===== src/adc_result_pkg.sv =====
// adc_result_pkg: offsets, field positions and carriers for the adc result pair bank.
// assumes a 32-bit apb master and a conversion sequencer on the same clock.
package adc_result_pkg;

   localparam int unsigned num_pairs = 4;
   localparam int unsigned result_width = 10;

   // printed offsets are not all multiples of four: they are register indices
   localparam logic [31:0] result_five_low_idx = 32'hfffff30a;
   localparam logic [31:0] result_five_high_idx = 32'hfffff30b;
   localparam logic [31:0] result_six_low_idx = 32'hfffff30c;
   localparam logic [31:0] result_six_high_idx = 32'hfffff30d;
   localparam logic [31:0] result_seven_low_idx = 32'hfffff30e;
   localparam logic [31:0] result_seven_high_idx = 32'hfffff30f;
   localparam logic [31:0] priority_result_low_idx = 32'hfffff310;
   localparam logic [31:0] priority_result_high_idx = 32'hfffff311;
   // byte address = index * 4, so only the low 30 index bits survive
   localparam logic [31:0] bank_base_idx = result_five_low_idx;
   localparam logic [31:0] bank_last_idx = priority_result_high_idx;

   // pair numbers on the write side
   localparam logic [1:0] pair_five = 2'h0;
   localparam logic [1:0] pair_six = 2'h1;
   localparam logic [1:0] pair_seven = 2'h2;
   localparam logic [1:0] pair_priority = 2'h3;

   // lower byte layout
   localparam int unsigned stored_flag_bit = 0;
   localparam int unsigned overrun_flag_bit = 1;
   localparam int unsigned low_result_lsb = 6;
   localparam logic [7:0] low_unused_ones = 8'h3c;
   localparam logic stored_flag_reset = 1'b0;
   localparam logic overrun_flag_reset = 1'b0;

   typedef struct packed {
      logic valid;
      logic priority_conv;
      logic [1:0] channel;
      logic [result_width-1:0] value;
   } result_write_s;

   typedef struct packed {
      logic [31:0] paddr;
      logic psel;
      logic penable;
      logic pwrite;
      logic [31:0] pwdata;
   } apb_req_s;

   typedef struct packed {
      logic [31:0] prdata;
      logic pready;
      logic pslverr;
   } apb_rsp_s;

endpackage


===== src/adc_result_store.sv =====
// adc_result_store: small memory of result words, one per pair, registered read.
// assumes one write and one read port on the same clock; contents undefined at reset.
`timescale 1ns/1ns
`default_nettype none
module adc_result_store #(
   parameter int unsigned depth = 4,
   parameter int unsigned width = 10
) (
   input wire logic i_clk,
   input wire logic i_wr_en,
   input wire logic [$clog2(depth)-1:0] i_wr_addr,
   input wire logic [width-1:0] i_wr_data,
   input wire logic [$clog2(depth)-1:0] i_rd_addr,
   output logic [width-1:0] o_rd_data
);
   logic [width-1:0] mem [depth];

   // no reset: result bits are undefined after reset by design
   always_ff @(posedge i_clk) begin
      if (i_wr_en) begin
         mem[i_wr_addr] <= i_wr_data;
      end
      o_rd_data <= mem[i_rd_addr];
   end
endmodule
`default_nettype wire


===== src/adc_result_regs.sv =====
// adc_result_regs: apb register bank of four adc result pairs with stored and overrun flags.
// assumes a 32-bit apb master on i_clk and a sequencer writing results as one-cycle strobes.
// Notes on behaviour
// - result bits 1:0 in lower byte 7:6
// - result bits 9:2 in upper byte
// - new result sets stored flag
// - reading lower byte clears stored flag
// - result before both bytes read sets overrun
// - reading overrun flag clears it
// - lower byte bits 5:2 read as ones
// - flags reset zero, results undefined
// - priority conversions go to priority pair
//
// The APB interface to the registers was decided locally.
`timescale 1ns/1ns
`default_nettype none
module adc_result_regs (
   input wire logic i_clk,
   input wire logic i_reset_n,
   input wire adc_result_pkg::apb_req_s i_apb,
   output var adc_result_pkg::apb_rsp_s o_apb,
   input wire adc_result_pkg::result_write_s i_result,
   output logic [adc_result_pkg::num_pairs-1:0] o_stored_flag,
   output logic [adc_result_pkg::num_pairs-1:0] o_overrun_flag
);

   localparam int unsigned np = adc_result_pkg::num_pairs;

   typedef enum logic [1:0] {
      bus_idle = 2'b00,
      bus_fetch = 2'b01,
      bus_answer = 2'b10
   } bus_state_e;

   typedef struct packed {
      bus_state_e bus;
      logic [np-1:0] stored;
      logic [np-1:0] overrun;
      logic [np-1:0] low_read;
      logic [np-1:0] high_read;
      logic [1:0] rd_pair;
      logic rd_high;
      logic rd_hit;
      logic [31:0] prdata;
      logic pready;
      logic pslverr;
   } state_s;

   state_s state_r;
   state_s state_nxt;

   ////////////////////////////////////////////////////////////////////////////////
   // result memory

   logic wr_en;
   logic [1:0] wr_pair;
   logic [adc_result_pkg::result_width-1:0] rd_value;

   always_comb begin
      wr_en = i_result.valid;
      // priority results never land in a channel pair
      if (i_result.priority_conv) begin
         wr_pair = adc_result_pkg::pair_priority;
      end else begin
         wr_pair = i_result.channel;
      end
   end

   // a write always overwrites, so an overrun keeps the newest value
   adc_result_store #(
      .depth(np),
      .width(adc_result_pkg::result_width)
   ) u_store (
      .i_clk(i_clk),
      .i_wr_en(wr_en),
      .i_wr_addr(wr_pair),
      .i_wr_data(i_result.value),
      // addressed on the setup edge so the word stands during the fetch cycle
      .i_rd_addr(state_nxt.rd_pair),
      .o_rd_data(rd_value)
   );

   ////////////////////////////////////////////////////////////////////////////////
   // address decode

   logic [29:0] idx;
   logic [29:0] offset;
   logic in_range;
   logic aligned;

   always_comb begin
      idx = i_apb.paddr[31:2];
      offset = idx - adc_result_pkg::bank_base_idx[29:0];
      aligned = (i_apb.paddr[1:0] == 2'h0);
      in_range = aligned && (idx >= adc_result_pkg::bank_base_idx[29:0])
         && (idx <= adc_result_pkg::bank_last_idx[29:0]);
   end

   ////////////////////////////////////////////////////////////////////////////////
   // per-pair write and read events

   logic [np-1:0] pair_wr;
   logic [np-1:0] pair_unread;
   logic [np-1:0] pair_low_clr;
   logic [np-1:0] pair_high_mark;
   logic rd_done;

   // read side effects take hold on the completing edge only
   assign rd_done = (state_r.bus == bus_answer) && state_r.rd_hit && !i_apb.pwrite;

   for (genvar g = 0; g < np; g++) begin : g_pair
      assign pair_wr[g] = wr_en && (wr_pair == 2'(g));
      // some byte of the pair still waits for software since the last write
      assign pair_unread[g] = !(state_r.low_read[g] && state_r.high_read[g]);
      assign pair_low_clr[g] = rd_done && !state_r.rd_high && (state_r.rd_pair == 2'(g));
      assign pair_high_mark[g] = rd_done && state_r.rd_high && (state_r.rd_pair == 2'(g));
   end

   ////////////////////////////////////////////////////////////////////////////////
   // next state

   logic [7:0] low_byte;
   logic [7:0] high_byte;
   logic [1:0] p;

   always_comb begin
      state_nxt = state_r;
      p = state_r.rd_pair;
      low_byte = adc_result_pkg::low_unused_ones;
      low_byte[7:adc_result_pkg::low_result_lsb] = rd_value[1:0];
      low_byte[adc_result_pkg::overrun_flag_bit] = state_r.overrun[p];
      low_byte[adc_result_pkg::stored_flag_bit] = state_r.stored[p];
      high_byte = rd_value[adc_result_pkg::result_width-1:2];
      state_nxt.pready = 1'b0;
      state_nxt.pslverr = 1'b0;

      case (state_r.bus)
         bus_idle: begin
            // setup seen: latch the decode, memory read takes one cycle
            if (i_apb.psel && !i_apb.penable) begin
               state_nxt.rd_pair = offset[2:1];
               state_nxt.rd_high = offset[0];
               state_nxt.rd_hit = in_range;
               state_nxt.bus = bus_fetch;
            end
         end
         bus_fetch: begin
            state_nxt.pready = 1'b1;
            state_nxt.pslverr = !state_r.rd_hit;
            state_nxt.prdata = 32'h0;
            // registers are read-only; writes are accepted and ignored
            if (state_r.rd_hit && !i_apb.pwrite) begin
               state_nxt.prdata[7:0] = state_r.rd_high ? high_byte : low_byte;
            end
            state_nxt.bus = bus_answer;
         end
         bus_answer: begin
            state_nxt.bus = bus_idle;
         end
         default: begin
            state_nxt.bus = bus_idle;
         end
      endcase

      // a write lands after any read clear so the set wins
      state_nxt.stored = state_r.stored & ~pair_low_clr;
      state_nxt.stored = state_nxt.stored | pair_wr;
      state_nxt.overrun = state_r.overrun & ~pair_low_clr;
      state_nxt.overrun = state_nxt.overrun | (pair_wr & pair_unread);
      state_nxt.low_read = (state_r.low_read | pair_low_clr) & ~pair_wr;
      state_nxt.high_read = (state_r.high_read | pair_high_mark) & ~pair_wr;
   end

   ////////////////////////////////////////////////////////////////////////////////
   // state register

   always_ff @(posedge i_clk or negedge i_reset_n) begin
      if (!i_reset_n) begin
         state_r.bus <= bus_idle;
         state_r.stored <= {np{adc_result_pkg::stored_flag_reset}};
         state_r.overrun <= {np{adc_result_pkg::overrun_flag_reset}};
         // an empty pair counts as fully read, so its first result is no overrun
         state_r.low_read <= '1;
         state_r.high_read <= '1;
         state_r.rd_pair <= 2'h0;
         state_r.rd_high <= 1'b0;
         state_r.rd_hit <= 1'b0;
         state_r.prdata <= 32'h0;
         state_r.pready <= 1'b0;
         state_r.pslverr <= 1'b0;
      end else begin
         state_r <= state_nxt;
      end
   end

   always_comb begin
      o_apb.prdata = state_r.prdata;
      o_apb.pready = state_r.pready;
      o_apb.pslverr = state_r.pslverr;
      o_stored_flag = state_r.stored;
      o_overrun_flag = state_r.overrun;
   end

endmodule
`default_nettype wire


===== config.mk =====
export PLATFORM = sky130hd
export DESIGN_NAME = adc_result_regs
export DESIGN_NICKNAME = d
export VERILOG_FILES = /design/src/adc_result_pkg.sv /design/src/adc_result_store.sv /design/src/adc_result_regs.sv
export SDC_FILE = /design/constraint.sdc
export NUM_CORES = 1
export LEC_CHECK = 0
export ABC_AREA = 0
export BUFFER_PORTS_ARGS = -buffer_cell sky130_fd_sc_hd__buf_2
export CAP_MARGIN = 20
export CORE_MARGIN = 2
export CORE_UTILIZATION = 40
export DETAILED_ROUTE_END_ITERATION = 10
export PLACE_DENSITY = 0.77
export RECOVER_POWER = 25
export SYNTH_ARGS = -nofsm -noshare
export SYNTH_HDL_FRONTEND = slang
export SYNTH_SLANG_ARGS = --single-unit

===== constraint.sdc =====
create_clock -name i_clk -period 2.3 [get_ports i_clk]
set_input_delay 0.575 -clock i_clk [delete_from_list [all_inputs] [get_ports i_clk]]
set_output_delay 0.575 -clock i_clk [all_outputs]
set_load 0.02 [all_outputs]

==> Yosys cells after proc, flatten, opt, wreduce, memory -nomap -nowiden <==
Memory sizes are Yosys's and may differ from the RTL's. A register that Yosys moved wholly into a read port is not among the register bits.
Cells that the tools add are included.
W data, S select, Z words.
{ "classes": {"n_addsub": 1, "order_cmp": 3, "eq_ne": 9, "muxes": 14, "bitwise": 11, "reduce_logical": 37} }
{ "op_table": {"columns": ["op", "n"], "rows": [
  ["$ge A30 B30 Y1 const B", 1],
  ["$le A30 B30 Y1 const B", 1],
  ["$logic_and A1 B1 Y1", 24],
  ["$and A4 B4 Y4", 5],
  ["$mux W8", 2],
  ["$or A4 B4 Y4", 4],
  ["$eq A2 B2 Y1 const B", 5],
  ["$logic_not A1 Y1", 8],
  ["$logic_not A2 Y1", 4],
  ["$mux W4", 2],
  ["$not A4 Y4", 2],
  ["$eq A2 B1 Y1 const B", 3],
  ["$mux W2", 3],
  ["$bmux W1 S2", 2],
  ["$mux W1", 4],
  ["$pmux W2 S2", 1],
  ["$lt A2 B3 Y1 const B", 1],
  ["$sub A3 B2 Y3 const B", 1],
  ["$ne A2 B2 Y1 const B", 1],
  ["$reduce_and A2 Y1", 1]
]} }
{ "totals": {"regBits": 32, "ram_bits": 40, "in_bits": 83, "out_inout_bits": 42, "wordCells": 87, "memories": 1} }
{ "mem_list": {"columns": ["name", "words", "word_bits", "rd", "rd_ports_with_merged_regs", "wr", "line_no", "source"], "rows": [
  ["u_store.mem", 4, 10, 1, 1, 1, "adc_result_store.sv:16", "logic [width-1:0] mem [depth];"]
]} }

==> Depth between registers and ports, before layout <==
Gate-level depths: netlist of the first run.
{ "logic_depth": {"word_depth": 8, "mapped_depth": 5, "mapped_depth_nobuf": 4} }

==> Modules after synthesis <==
From an unflattened synthesis of the first run, not the netlist that was laid out.
{ "unflattened": {"hier_cells": 256, "hier_area_um2": 3473.3} }
{ "modules_own_cells": {"columns": ["module", "instances", "cells_per_inst", "area_per_inst_um2", "seq_area_each_um2"], "rows": [
  ["adc_result_regs", 1, 190, 1799.2, 810.8],
  ["adc_result_store", 1, 66, 1674.1, 1401.3]
]} }

==> Worst setup path before layout of the first run <==
No wires, ideal clock.
{ "synth_path": {"path_kind": "input to register", "start": "in i_result[12] (netlist name)", "end": "mem u_store.mem[2][0] (enable)", "setup_time_ns": 0.402, "t_arrival_ns": 1.780, "required_ns": 1.898, "slack_ns": 0.118, "path_stages": 2, "path_buffers": 0, "path_cell_list": "nand2b_1 > nor3b_1"} }
{ "synth_between": {"elab_chain_cells": 1} }
{ "synth_rtl": {"columns": ["item", "line_no", "source"], "rows": [
  ["start, declared", "adc_result_regs.sv:22", "input wire adc_result_pkg::result_write_s i_result,"],
  ["$mux W2", "adc_result_regs.sv:62", "if (i_result.priority_conv) begin"],
  ["end, declared", "adc_result_store.sv:16", null]
]} }
No other way between the ends.

==> Worst setup path in the final report of the first run <==
{ "layout_path": {"start": "reg state_r[54] (netlist name)", "end": "reg u_store.o_rd_data[6] (read register of u_store.mem)"} }
{ "layout_between": {"elab_chain_cells": 2} }
{ "layout_rtl": {"columns": ["item", "line_no", "source"], "rows": [
  ["start, declared", "adc_result_regs.sv:49", "state_s state_r;"],
  ["start signal, assigned", "adc_result_regs.sv:192", "state_r <= state_nxt;"],
  ["$logic_not A2 Y1", "adc_result_regs.sv:137", "case (state_r.bus)"],
  ["$mux W4", "adc_result_regs.sv:137", null],
  ["end, declared", "adc_result_store.sv:14", "output logic [width-1:0] o_rd_data"]
]} }
No other way between the ends.
A chain may end at the register's enable or synchronous reset.

==> results_dict.tcl, run 1 <==
set metrics [dict create \
    sequentialPowerShare_pct 56.8 \
    rows 34 \
    synth_most_common_cell "buf_4" \
    avgViaCountPerCell 4.69 \
    leakage_nw 1.67 \
    die_area_um2 9550 \
    dp_hpwl_mm 4.29 \
    synth_top_area_share_pct 34.2 \
    min_period_ps 1800 \
    violations "capacitance limit, slew limit" \
    ctsLongestPathBuffers 2 \
    skew_ps 7.71 \
    overflow 0 \
    clkPwrFrac_pct 29.2 \
    grt_max_degree 33 \
    vias 2048 \
    peakVddDrop_mv 0.300 \
    cts-root-buf "clkbuf_8" \
    synth_area_leader_cell "edfxtp_1" \
    cts_setup_buffers 0 \
    power_mw 3.04 \
    port_buffers 68 \
    ant_nets 0 \
    synthArstFlopShare_pct 39.0 \
    yosys-top-cells-area "edfxtp_1 34%, dfrtp_1 17%, mux2i_1 10%, buf_4 9.2%, dfstp_2 6.0%" \
    hold_class "reg -> reg" \
    cts_made_buffers 9 \
    critPathCaptureType "flip-flop" \
    slowest_delay_ps 430 \
    cts_max_level 3 \
    cts.clk_slew.worst_paths_ps 70 \
    comb_power_share_pct 14.1 \
    critPathKind "reg -> reg" \
    gp_congestion 0.772 \
    power.density_nw_per_um2 769 \
    r2r-end "u_store.o_rd_data[6]$_DFF_P_" \
    r2r_cells 5 \
    cp_max_fo 11 \
    hold_viol 0 \
    place_ws_ps 281 \
    layout-drive-gt1-share_pct 27.7 \
    antenna_found_initial 0 \
    yosysWarnings 0 \
    post_drt_wl_per_cell_um 13.7 \
    finalSetupViolCount 0 \
    busiest_layer "met2" \
    nNetsFinal 407 \
    drtIter0Drc 85 \
    avgSynthCellArea_um2 13.3 \
    gr-usage-met2_pct 21.6 \
    tightestPinTransition_ps 1670 \
    routed_wl_mm 6.00 \
    slowest_stage "dfrtp_1" \
    syn_to_final_growth_pct 12.3 \
    setup_ws_ps 496 \
    grt.total_usage_pct 13.0 \
    yosysSeqAreaShare_pct 62.9 \
    fin_tns_setup_ps 0 \
    hold_depth 1 \
    dp_cells 421 \
    fmaxAchievable_ghz 0.554 \
    rsz0062_at_grt "false" \
    internal-power_mw 2.27 \
    yosys_register_bits 82 \
    rrSetupSlack_ps 500 \
    hp-start "state_r[34]$_DFFE_PN0P_" \
    cp.required_ps 2540 \
    antennaDiodeCount 0 \
    final_cells 437 \
    core_um2 8640 \
    maxCapViolations 1 \
    grt_pass1_wl_mm 9.80 \
    swShare_pct 25.2 \
    path_cells "nor4b_4 > buf_4 > mux2i_1 > buf_4 > mux2i_1" \
    synth_edf_count 40 \
    hold_buffers 0 \
    fp.dieW_um 97.7 \
    post-route-drc-count 0 \
    pin_count 125 \
    firstDrtPassIters 4 \
    grt_pass1_vias 2097 \
    startpoint_type "flip-flop" \
    period_share_pct 78.4 \
    synthCells 264 \
    yosys.cell_types.count 41 \
    synthFlopType "edfxtp_1" \
    start_util_pct 40.7 \
    max_slew_margin_pct -11.0 \
    grtUsageMet3_pct 3.58 \
    p_switching_uw 766 \
    die_y_um 97.7 \
    ctsResizeCount 0 \
    met1_usage_pct 16.2 \
    cts_tree "done" \
    outcome "complete, but fails checks" \
    clk_latency_ps 330 \
    worstPathArrival_ps 2050 \
    reg2reg_from "state_r[54]$_DFFE_PN0P_" \
    cts_sinks 82 \
    synth_common_cells "43 x buf_4, 40 x edfxtp_1, 36 x mux2i_1, 24 x dfrtp_1, 16 x nand2_1" \
    slew_viol_final 33 \
    netlist_area_um2 3510 \
    holdPathEnd "o_apb[0]$_DFF_PN0_" \
]
-- kinds of logic after synthesis --
group / after synthesis / synth area share (%)
AO/OA/AOI/OAI: 31 / 5.52
buffers and inverters: 57 / 10.9
multiplexers: 39 / 11.9
AND/OR/NAND/NOR: 53 / 8.40
flip-flops: 82 / 62.9
other: 1 / 0.107
XOR/XNOR: 1 / 0.249
-- flip-flops by register name, summed over array words and instances (netlist names) --
register and count:
u_store.o_rd_data 10, u_store.mem 40, o_stored_flag 4, p 2, o_overrun_flag 4, state_r 12
o_apb 10
-- routing by layer --
| layer | up-vias | share of wire (%) | wire length, um |
|---|---|---|---|
| met4 | 0 | 1.4 | 86 |
| met2 | 69 | 49 | 2920 |
| met5 | - | 0 | 0 |
| met3 | 7 | 5.8 | 350 |
| met1 | 982 | 44 | 2650 |
| li1 | 990 | - | - |
-- power groups by stage --
stage               combinational, mW  sequential (mW)  clock, mW
CTS                             0.435             1.72      0.905
global placement                0.421             1.75          0
global route                    0.466             1.73      0.974
finish                          0.427             1.72      0.886
detailed placement              0.434             1.75          0
floorplan                       0.373             1.71          0
-- critical path, delay by kind of cell, from the launching register on --
family	cells	cell delay (ps)
buf+inv	2	450
mux	2	450
flops	1	430
simple gates	1	380
-- cells in the final DEF, fill, tap and decap left out, types with 9 or more instances in the layout --
| cell type | Yosys | routed |
|---|---|---|
| mux2i_1 | 36 | 35 |
| clkbuf_8 | 0 | 10 |
| dfrtp_1 | 24 | 24 |
| dfxtp_1 | 10 | 10 |
| nor2_1 | 9 | 9 |
| edfxtp_1 | 40 | 40 |
| conb_1 | 1 | 24 |
| nand2_1 | 16 | 16 |
| o21ai_0 | 9 | 9 |
| clkbuf_1 | 4 | 14 |
| buf_2 | 1 | 57 |
-- metrics by stage --
step / cell area, um^2 / hold slack [ps] / util, %
6_report: 3950 / 455 / 45.7
5_1_grt: 3950 / 478 / 45.7
4_1_cts: 3960 / 297 / 45.9
3_5_place_dp: 3790 / 454 / 43.9
3_3_place_gp: 3790 / 447 / 43.9
2_1_floorplan: 3600 / 279 / -
-- layout make-up --
type                       count  area (um^2)
inverter                       7         26.3
tap                          108          135
timing repair buffer          76          399
clock inverter                 3         16.3
fill                         810         4690
clock buffer                  13          149
sequential                    82         2210
multi-input combinational    148         1010
-- how the worst max path moves through the flow --
stage	from	to	slack [ps]	cells after the start
floorplan	i_result[12]	u_store.mem[2][0]$_DFFE_PP_	120	2
global placement	i_apb[33]	u_store.o_rd_data[6]$_DFF_P_	310	6
detailed placement	i_apb[33]	u_store.o_rd_data[6]$_DFF_P_	280	6
CTS	state_r[54]$_DFFE_PN0P_	u_store.o_rd_data[6]$_DFF_P_	460	5
global route	i_reset_n	o_apb[2]$_DFFE_PN0P_	280	1
finish	state_r[54]$_DFFE_PN0P_	u_store.o_rd_data[6]$_DFF_P_	500	5
Power figures use the tool's default switching activity.
==> run 2: changes to the inputs <==
--- a/config.mk
+++ b/config.mk
@@ -5,13 +5,13 @@
 export SDC_FILE = /design/constraint.sdc
 export NUM_CORES = 1
 export LEC_CHECK = 0
-export ABC_AREA = 0
+export ABC_AREA = 1
 export BUFFER_PORTS_ARGS = -buffer_cell sky130_fd_sc_hd__buf_2
 export CAP_MARGIN = 20
 export CORE_MARGIN = 2
 export CORE_UTILIZATION = 40
 export DETAILED_ROUTE_END_ITERATION = 10
-export PLACE_DENSITY = 0.77
+export PLACE_DENSITY = 0.76
 export RECOVER_POWER = 25
 export SYNTH_ARGS = -nofsm -noshare
 export SYNTH_HDL_FRONTEND = slang
==> constraint.sdc (replaced) <==
create_clock -name i_clk -period 1.8 [get_ports i_clk]
set_input_delay 0.45 -clock i_clk [delete_from_list [all_inputs] [get_ports i_clk]]
set_output_delay 0.45 -clock i_clk [all_outputs]
set_load 0.02 [all_outputs]
==> results_dict.tcl, run 2 <==
set metrics [dict create \
    port_buffers 68 \
    hold_class "in -> async" \
    synth_xor_area_share_pct 0 \
    syn_to_final_growth_pct 11.8 \
    grt_pass1_wl_mm 11.5 \
    multiInputGateArea_um2 1130 \
    slew_viol_final 0 \
    yosysWarnings 0 \
    leakage_nw 2.14 \
    avgViaCountPerCell 4.34 \
    final_cell_area_um2 4360 \
    netlist_area_um2 3900 \
    nNetsFinal 565 \
    ant_nets 0 \
    regMostFlops "u_store.mem" \
    cts_sinks 82 \
    cts_tree "done" \
    final_common_cell "nand2_1" \
    die_area_um2 10600 \
    slowest_delay_ps 510 \
    cts_made_buffers 9 \
    synth_top_area_share_pct 30.8 \
    grt_pass1_vias 2555 \
    yosysSeqAreaShare_pct 56.7 \
    vias 2692 \
    startpoint_type "flip-flop" \
    synthAdderAreaFrac_pct 0 \
    antenna_found_initial 0 \
    largest_reg_flops 40 \
    firstDrtPassIters 4 \
    worstPathArrival_ps 1810 \
    die_y_um 103 \
    drtIter0Drc 141 \
    crit_path_frequent_cell "nand2_1" \
    clk_latency_ps 350 \
    synth_common_cells "105 x nand2_1, 71 x inv_1, 44 x buf_4, 40 x edfxtp_1, 36 x nor2_1" \
    synthArstFlopShare_pct 39.0 \
    place_ws_ps -48.0 \
    tightestPinTransition_ps 791 \
    slowest_stage "dfrtp_1" \
    register_area_um2 2210 \
    synth-compound-area-share_pct 4.27 \
    fin_hold_ws_ps 170 \
    synth-simple-area-share_pct 21.4 \
    outcome "complete, no violations" \
    hold_viol 0 \
    avgSynthCellArea_um2 9.22 \
    dp_hpwl_mm 5.15 \
    reg.largest.list "u_store.mem (40), state_r (12)" \
    skew_ps 6.63 \
    final_cell_mix "105 x nand2_1, 71 x inv_1, 57 x buf_2" \
    muxShareOfSynthArea_pct 0.513 \
    cts-root-buf "clkbuf_8" \
    grt.total_usage_pct 14.2 \
    synth_top_family_by_area "simple AND/OR/NAND/NOR gates" \
    critPathKind "reg -> reg" \
    yosys.cell_types.count 31 \
    maxCapViolations 0 \
    cp_max_fo 21 \
    dpl_cell_area_um2 4180 \
    critPathCaptureType "flip-flop" \
    min_period_ps 1580 \
    cts.clk_slew.worst_paths_ps 80 \
    pin_count 125 \
    start_util_pct 40.6 \
    core_um2 9590 \
    grt_max_degree 33 \
    post_drt_wl_per_cell_um 11.5 \
    cp.required_ps 2040 \
    path_cells "inv_1 > o21ai_4 > nand2_1 > nand3_1 > nand2_1" \
    setup_ws_ps 224 \
    synthFlopType "edfxtp_1" \
    fp.dieW_um 103 \
    path_delay_family "flip-flops" \
    cp_num_buf_inv 1 \
    synthCells 423 \
    fmaxAchievable_ghz 0.635 \
    cts_max_level 3 \
    yosys-top-cells-area "edfxtp_1 31%, dfrtp_1 15%, nand2_1 10%, buf_4 8.5%, inv_1 6.8%" \
    yosys_register_bits 82 \
    antennaDiodeCount 0 \
    rsz0062_at_grt "false" \
    fillers 914 \
    post-route-drc-count 0 \
    peakVddDrop_mv 0.375 \
    period_share_pct 87.5 \
    routed_wl_mm 7.15 \
    synth_edf_count 40 \
    ctsLongestPathBuffers 2 \
    finalSetupViolCount 0 \
    power.density_nw_per_um2 905 \
    layout-drive-gt1-share_pct 21.8 \
    synth_most_common_cell "nand2_1" \
    overflow 0 \
    gp_congestion 0.862 \
    rows 36 \
    max_slew_margin_pct 47.3 \
    synth_area_leader_cell "edfxtp_1" \
]
## run 2: metal layers
metal,share of wire [%],GRT usage [%]
met3,8.0,3.86
met4,1.8,6.05
met2,45,23.9
met5,0,0
met1,45,17.3
## run 2: worst register-to-register path, delay by kind of cell (launching register included)
family / cells / cell delay (ps)
AOI/OAI and AO/OA: 1 / 510
buffers and inverters: 1 / 160
DFF: 1 / 510
and+or+nand+nor: 3 / 290
## run 2: final timing paths
path / from / endpoint / slack (ps) / cells past startpoint
setup / recovery: p[0]$_DFF_PN0_ / u_store.o_rd_data[7]$_DFF_P_ / 220 / 5
hold / removal: i_reset_n / o_overrun_flag[1]$_DFF_PN0_ / 170 / 1
setup reg to reg: p[0]$_DFF_PN0_ / u_store.o_rd_data[7]$_DFF_P_ / 220 / 5
hold reg to reg: state_r[34]$_DFFE_PN0P_ / o_apb[0]$_DFF_PN0_ / 470 / 1
max in group asynchronous: i_reset_n / o_apb[0]$_DFF_PN0_ / 1130 / 1
min in group i_clk: i_result[5] / u_store.mem[3][5]$_DFFE_PP_ / 360 / 1
## run 2: cell type report
class | count | share of cell area, %
clock buffers | 9 | 2.84
clock inverters | 7 | 1.23
inverters | 76 | 6.54
multi-input cells | 240 | 25.9
flip-flops and latches | 82 | 50.7
well taps | 133 | 3.82
repair buffers | 73 | 8.96
## run 2: kinds of logic after synthesis
family / Yosys count
other: 1
AOI/OAI and AO/OA: 28
muxes: 2
DFF: 82
and+or+nand+nor: 186
buffers and inverters: 124
## run 2: power by group
group / switching [mW] / internal [mW]
combinational: 0.407 / 0.194
sequential: 0.0622 / 2.10
clock: 0.673 / 0.509
total: 1.14 / 2.80
## run 2: through the flow
stage               util [%]  setup TNS (ps)  total power, mW  cells
CTS                     45.4               0             3.97    620
detailed placement      43.6            -187             2.80    604
global placement        43.6               0             2.77    604
floorplan                  -               0             2.67    446
global route            45.4               0             4.15    620
finish                  45.4               0             3.95    620
## run 2: timing repair
| action | CTS | global route |
|---|---|---|
| setup buffers | 0 | 0 |
| setup endpoints to repair | 0 | 10 |
| hold buffers | 0 | 0 |
| gates resized for setup | 0 | 2 |
==> run 3: changes to the inputs <==
--- a/config.mk
+++ b/config.mk
@@ -5,13 +5,12 @@
 export SDC_FILE = /design/constraint.sdc
 export NUM_CORES = 1
 export LEC_CHECK = 0
-export ABC_AREA = 1
 export BUFFER_PORTS_ARGS = -buffer_cell sky130_fd_sc_hd__buf_2
 export CAP_MARGIN = 20
 export CORE_MARGIN = 2
-export CORE_UTILIZATION = 40
+export CORE_UTILIZATION = 35
 export DETAILED_ROUTE_END_ITERATION = 10
-export PLACE_DENSITY = 0.76
+export PLACE_DENSITY = 0.71
 export RECOVER_POWER = 25
 export SYNTH_ARGS = -nofsm -noshare
 export SYNTH_HDL_FRONTEND = slang
==> results_dict.tcl, run 3 (synthesis results as in run 1) <==
set metrics [dict create \
    cts_made_buffers 9 \
    hold_buffers 0 \
    fin_tns_setup_ps 0 \
    finalCoreUtilization_pct 41.5 \
    firstDrtPassIters 4 \
    grt_pass1_vias 1960 \
    worstPathArrival_ps 1970 \
    grt.total_usage_pct 11.6 \
    maxCapViolations 0 \
    post-route-drc-count 0 \
    met1_usage_pct 14.4 \
    die_area_um2 10900 \
    reg2reg_from "state_r[55]$_DFFE_PN0P_" \
    max_slew_margin_pct 53.8 \
    vias 2070 \
    regMostFlops "u_store.mem" \
    power.density_nw_per_um2 992 \
    fp.dieW_um 104 \
    final_common_cell "buf_2" \
    rrSetupSlack_ps 60 \
    grt_pass1_wl_mm 9.73 \
    ant_nets 0 \
    final_cell_area_um2 4050 \
    startpoint_type "flip-flop" \
    fmaxAchievable_ghz 0.576 \
    slew_viol_final 0 \
    slowest_stage "dfrtp_1" \
    grt_max_degree 33 \
    antennaDiodeCount 0 \
    ctsResizeCount 0 \
    pin_count 125 \
    cts_max_level 3 \
    tightestPinTransition_ps 693 \
    antenna_found_initial 0 \
    final_cell_mix "58 x buf_2, 40 x edfxtp_1, 35 x mux2i_1" \
    core_um2 9770 \
    cts_setup_buffers 0 \
    cts.clk_slew.worst_paths_ps 100 \
    dp_hpwl_mm 4.38 \
    avgViaCountPerCell 4.45 \
    power_mw 4.02 \
    critPathKind "reg -> reg" \
    min_period_ps 1740 \
    syn_to_final_growth_pct 15.3 \
    path_delay_family "multiplexers" \
    die_y_um 104 \
    cts_tree "done" \
    busiest_layer "met2" \
    critPathCaptureType "flip-flop" \
    start_util_pct 36.0 \
    outcome "complete, no violations" \
    finalSetupViolCount 0 \
    gr-usage-met2_pct 18.2 \
    cp_num_buf_inv 1 \
    largest_reg_flops 40 \
    routed_wl_mm 6.13 \
    cts-root-buf "clkbuf_8" \
    drtIter0Drc 99 \
    hold_class "in -> async" \
    leakage_nw 1.71 \
    cp_max_fo 21 \
    peakVddDrop_mv 0.346 \
    post_drt_wl_per_cell_um 13.2 \
    slowest_delay_ps 430 \
    cts_sinks 82 \
    r2r-end "u_store.o_rd_data[1]$_DFF_P_" \
    port_buffers 68 \
    crit_path_frequent_cell "mux2i_1" \
    reg.largest.list "u_store.mem (40), state_r (12)" \
    skew_ps 12.0 \
    hold_viol 0 \
    gp_congestion 0.753 \
    cp.required_ps 2040 \
    fin_hold_ws_ps 140 \
    clk_latency_ps 350 \
    grtUsageMet3_pct 4.45 \
    rsz0062_at_grt "true" \
    layout-drive-gt1-share_pct 30.4 \
    dpl_cell_area_um2 3870 \
    ctsLongestPathBuffers 2 \
    period_share_pct 96.4 \
    overflow 0 \
    rows 36 \
    r2r_cells 5 \
    path_cells "nor4b_4 > mux2i_2 > buf_12 > mux2i_1 > mux2i_1" \
    nNetsFinal 410 \
]
[run 3: cell types whose count changed in the layout (fill, tap and decap cells not counted), sizes merged, moves of 4 or more]
cell,delta
a22o,+4
buf,+7
inv,-65
mux2i,+34
nand2,-93
nand3,-24
nor2,-29
nor2b,+8
o21ai,-7
[run 3: worst reg2reg max path: stages (launching register included)]
cell     delay, ps
dfrtp_1        430
nor4b_4        350
mux2i_2        310
buf_12         220
mux2i_1        220
mux2i_1         90
[run 3: per-layer routing]
layer  share of wire (%)  up-vias  wire, um
li1                    -      994         -
met1                  43      977      2660
met2                  46       89      2830
met3                 8.6       10       528
met4                 1.9        0       114
met5                   0        -         0
[run 3: where the power goes]
group,switching [mW],leakage (nW),internal (mW)
combinational,0.313,0.793,0.267
sequential,0.0749,0.820,2.11
clock,0.717,0.0922,0.539
total,1.10,1.71,2.92
[run 3: worst max path at each step]
stage                                              end                     from  slack, ps  depth (start not counted)
after detailed placement  u_store.o_rd_data[7]$_DFF_P_                i_apb[33]        -30                          6
after CTS                 u_store.o_rd_data[1]$_DFF_P_  state_r[54]$_DFFE_PN0P_         40                          5
final                     u_store.o_rd_data[1]$_DFF_P_  state_r[55]$_DFFE_PN0P_         60                          5
after global routing      u_store.o_rd_data[6]$_DFF_P_  state_r[55]$_DFFE_PN0P_        -30                          5
after global placement    u_store.o_rd_data[7]$_DFF_P_                i_apb[33]        -30                          6
after floorplan            u_store.mem[2][0]$_DFFE_PP_             i_result[12]       -260                          2
[run 3: layout make-up]
type / count / area (um^2)
fillers: 928 / 5720
flip-flops and latches: 82 / 2210
multi-input cells: 148 / 1020
repair buffers: 79 / 439
well taps: 133 / 166
clock buffers: 9 / 124
clock inverters: 7 / 66.3
inverters: 7 / 26.3
[run 3: through the flow]
| stage | setup WS (ps) | std cells |
|---|---|---|
| floorplan | -257 | 287 |
| global placement | -31.6 | 449 |
| detailed placement | -31.9 | 449 |
| CTS | 38.8 | 465 |
| global route | -28.4 | 465 |
| finish | 64.4 | 465 |
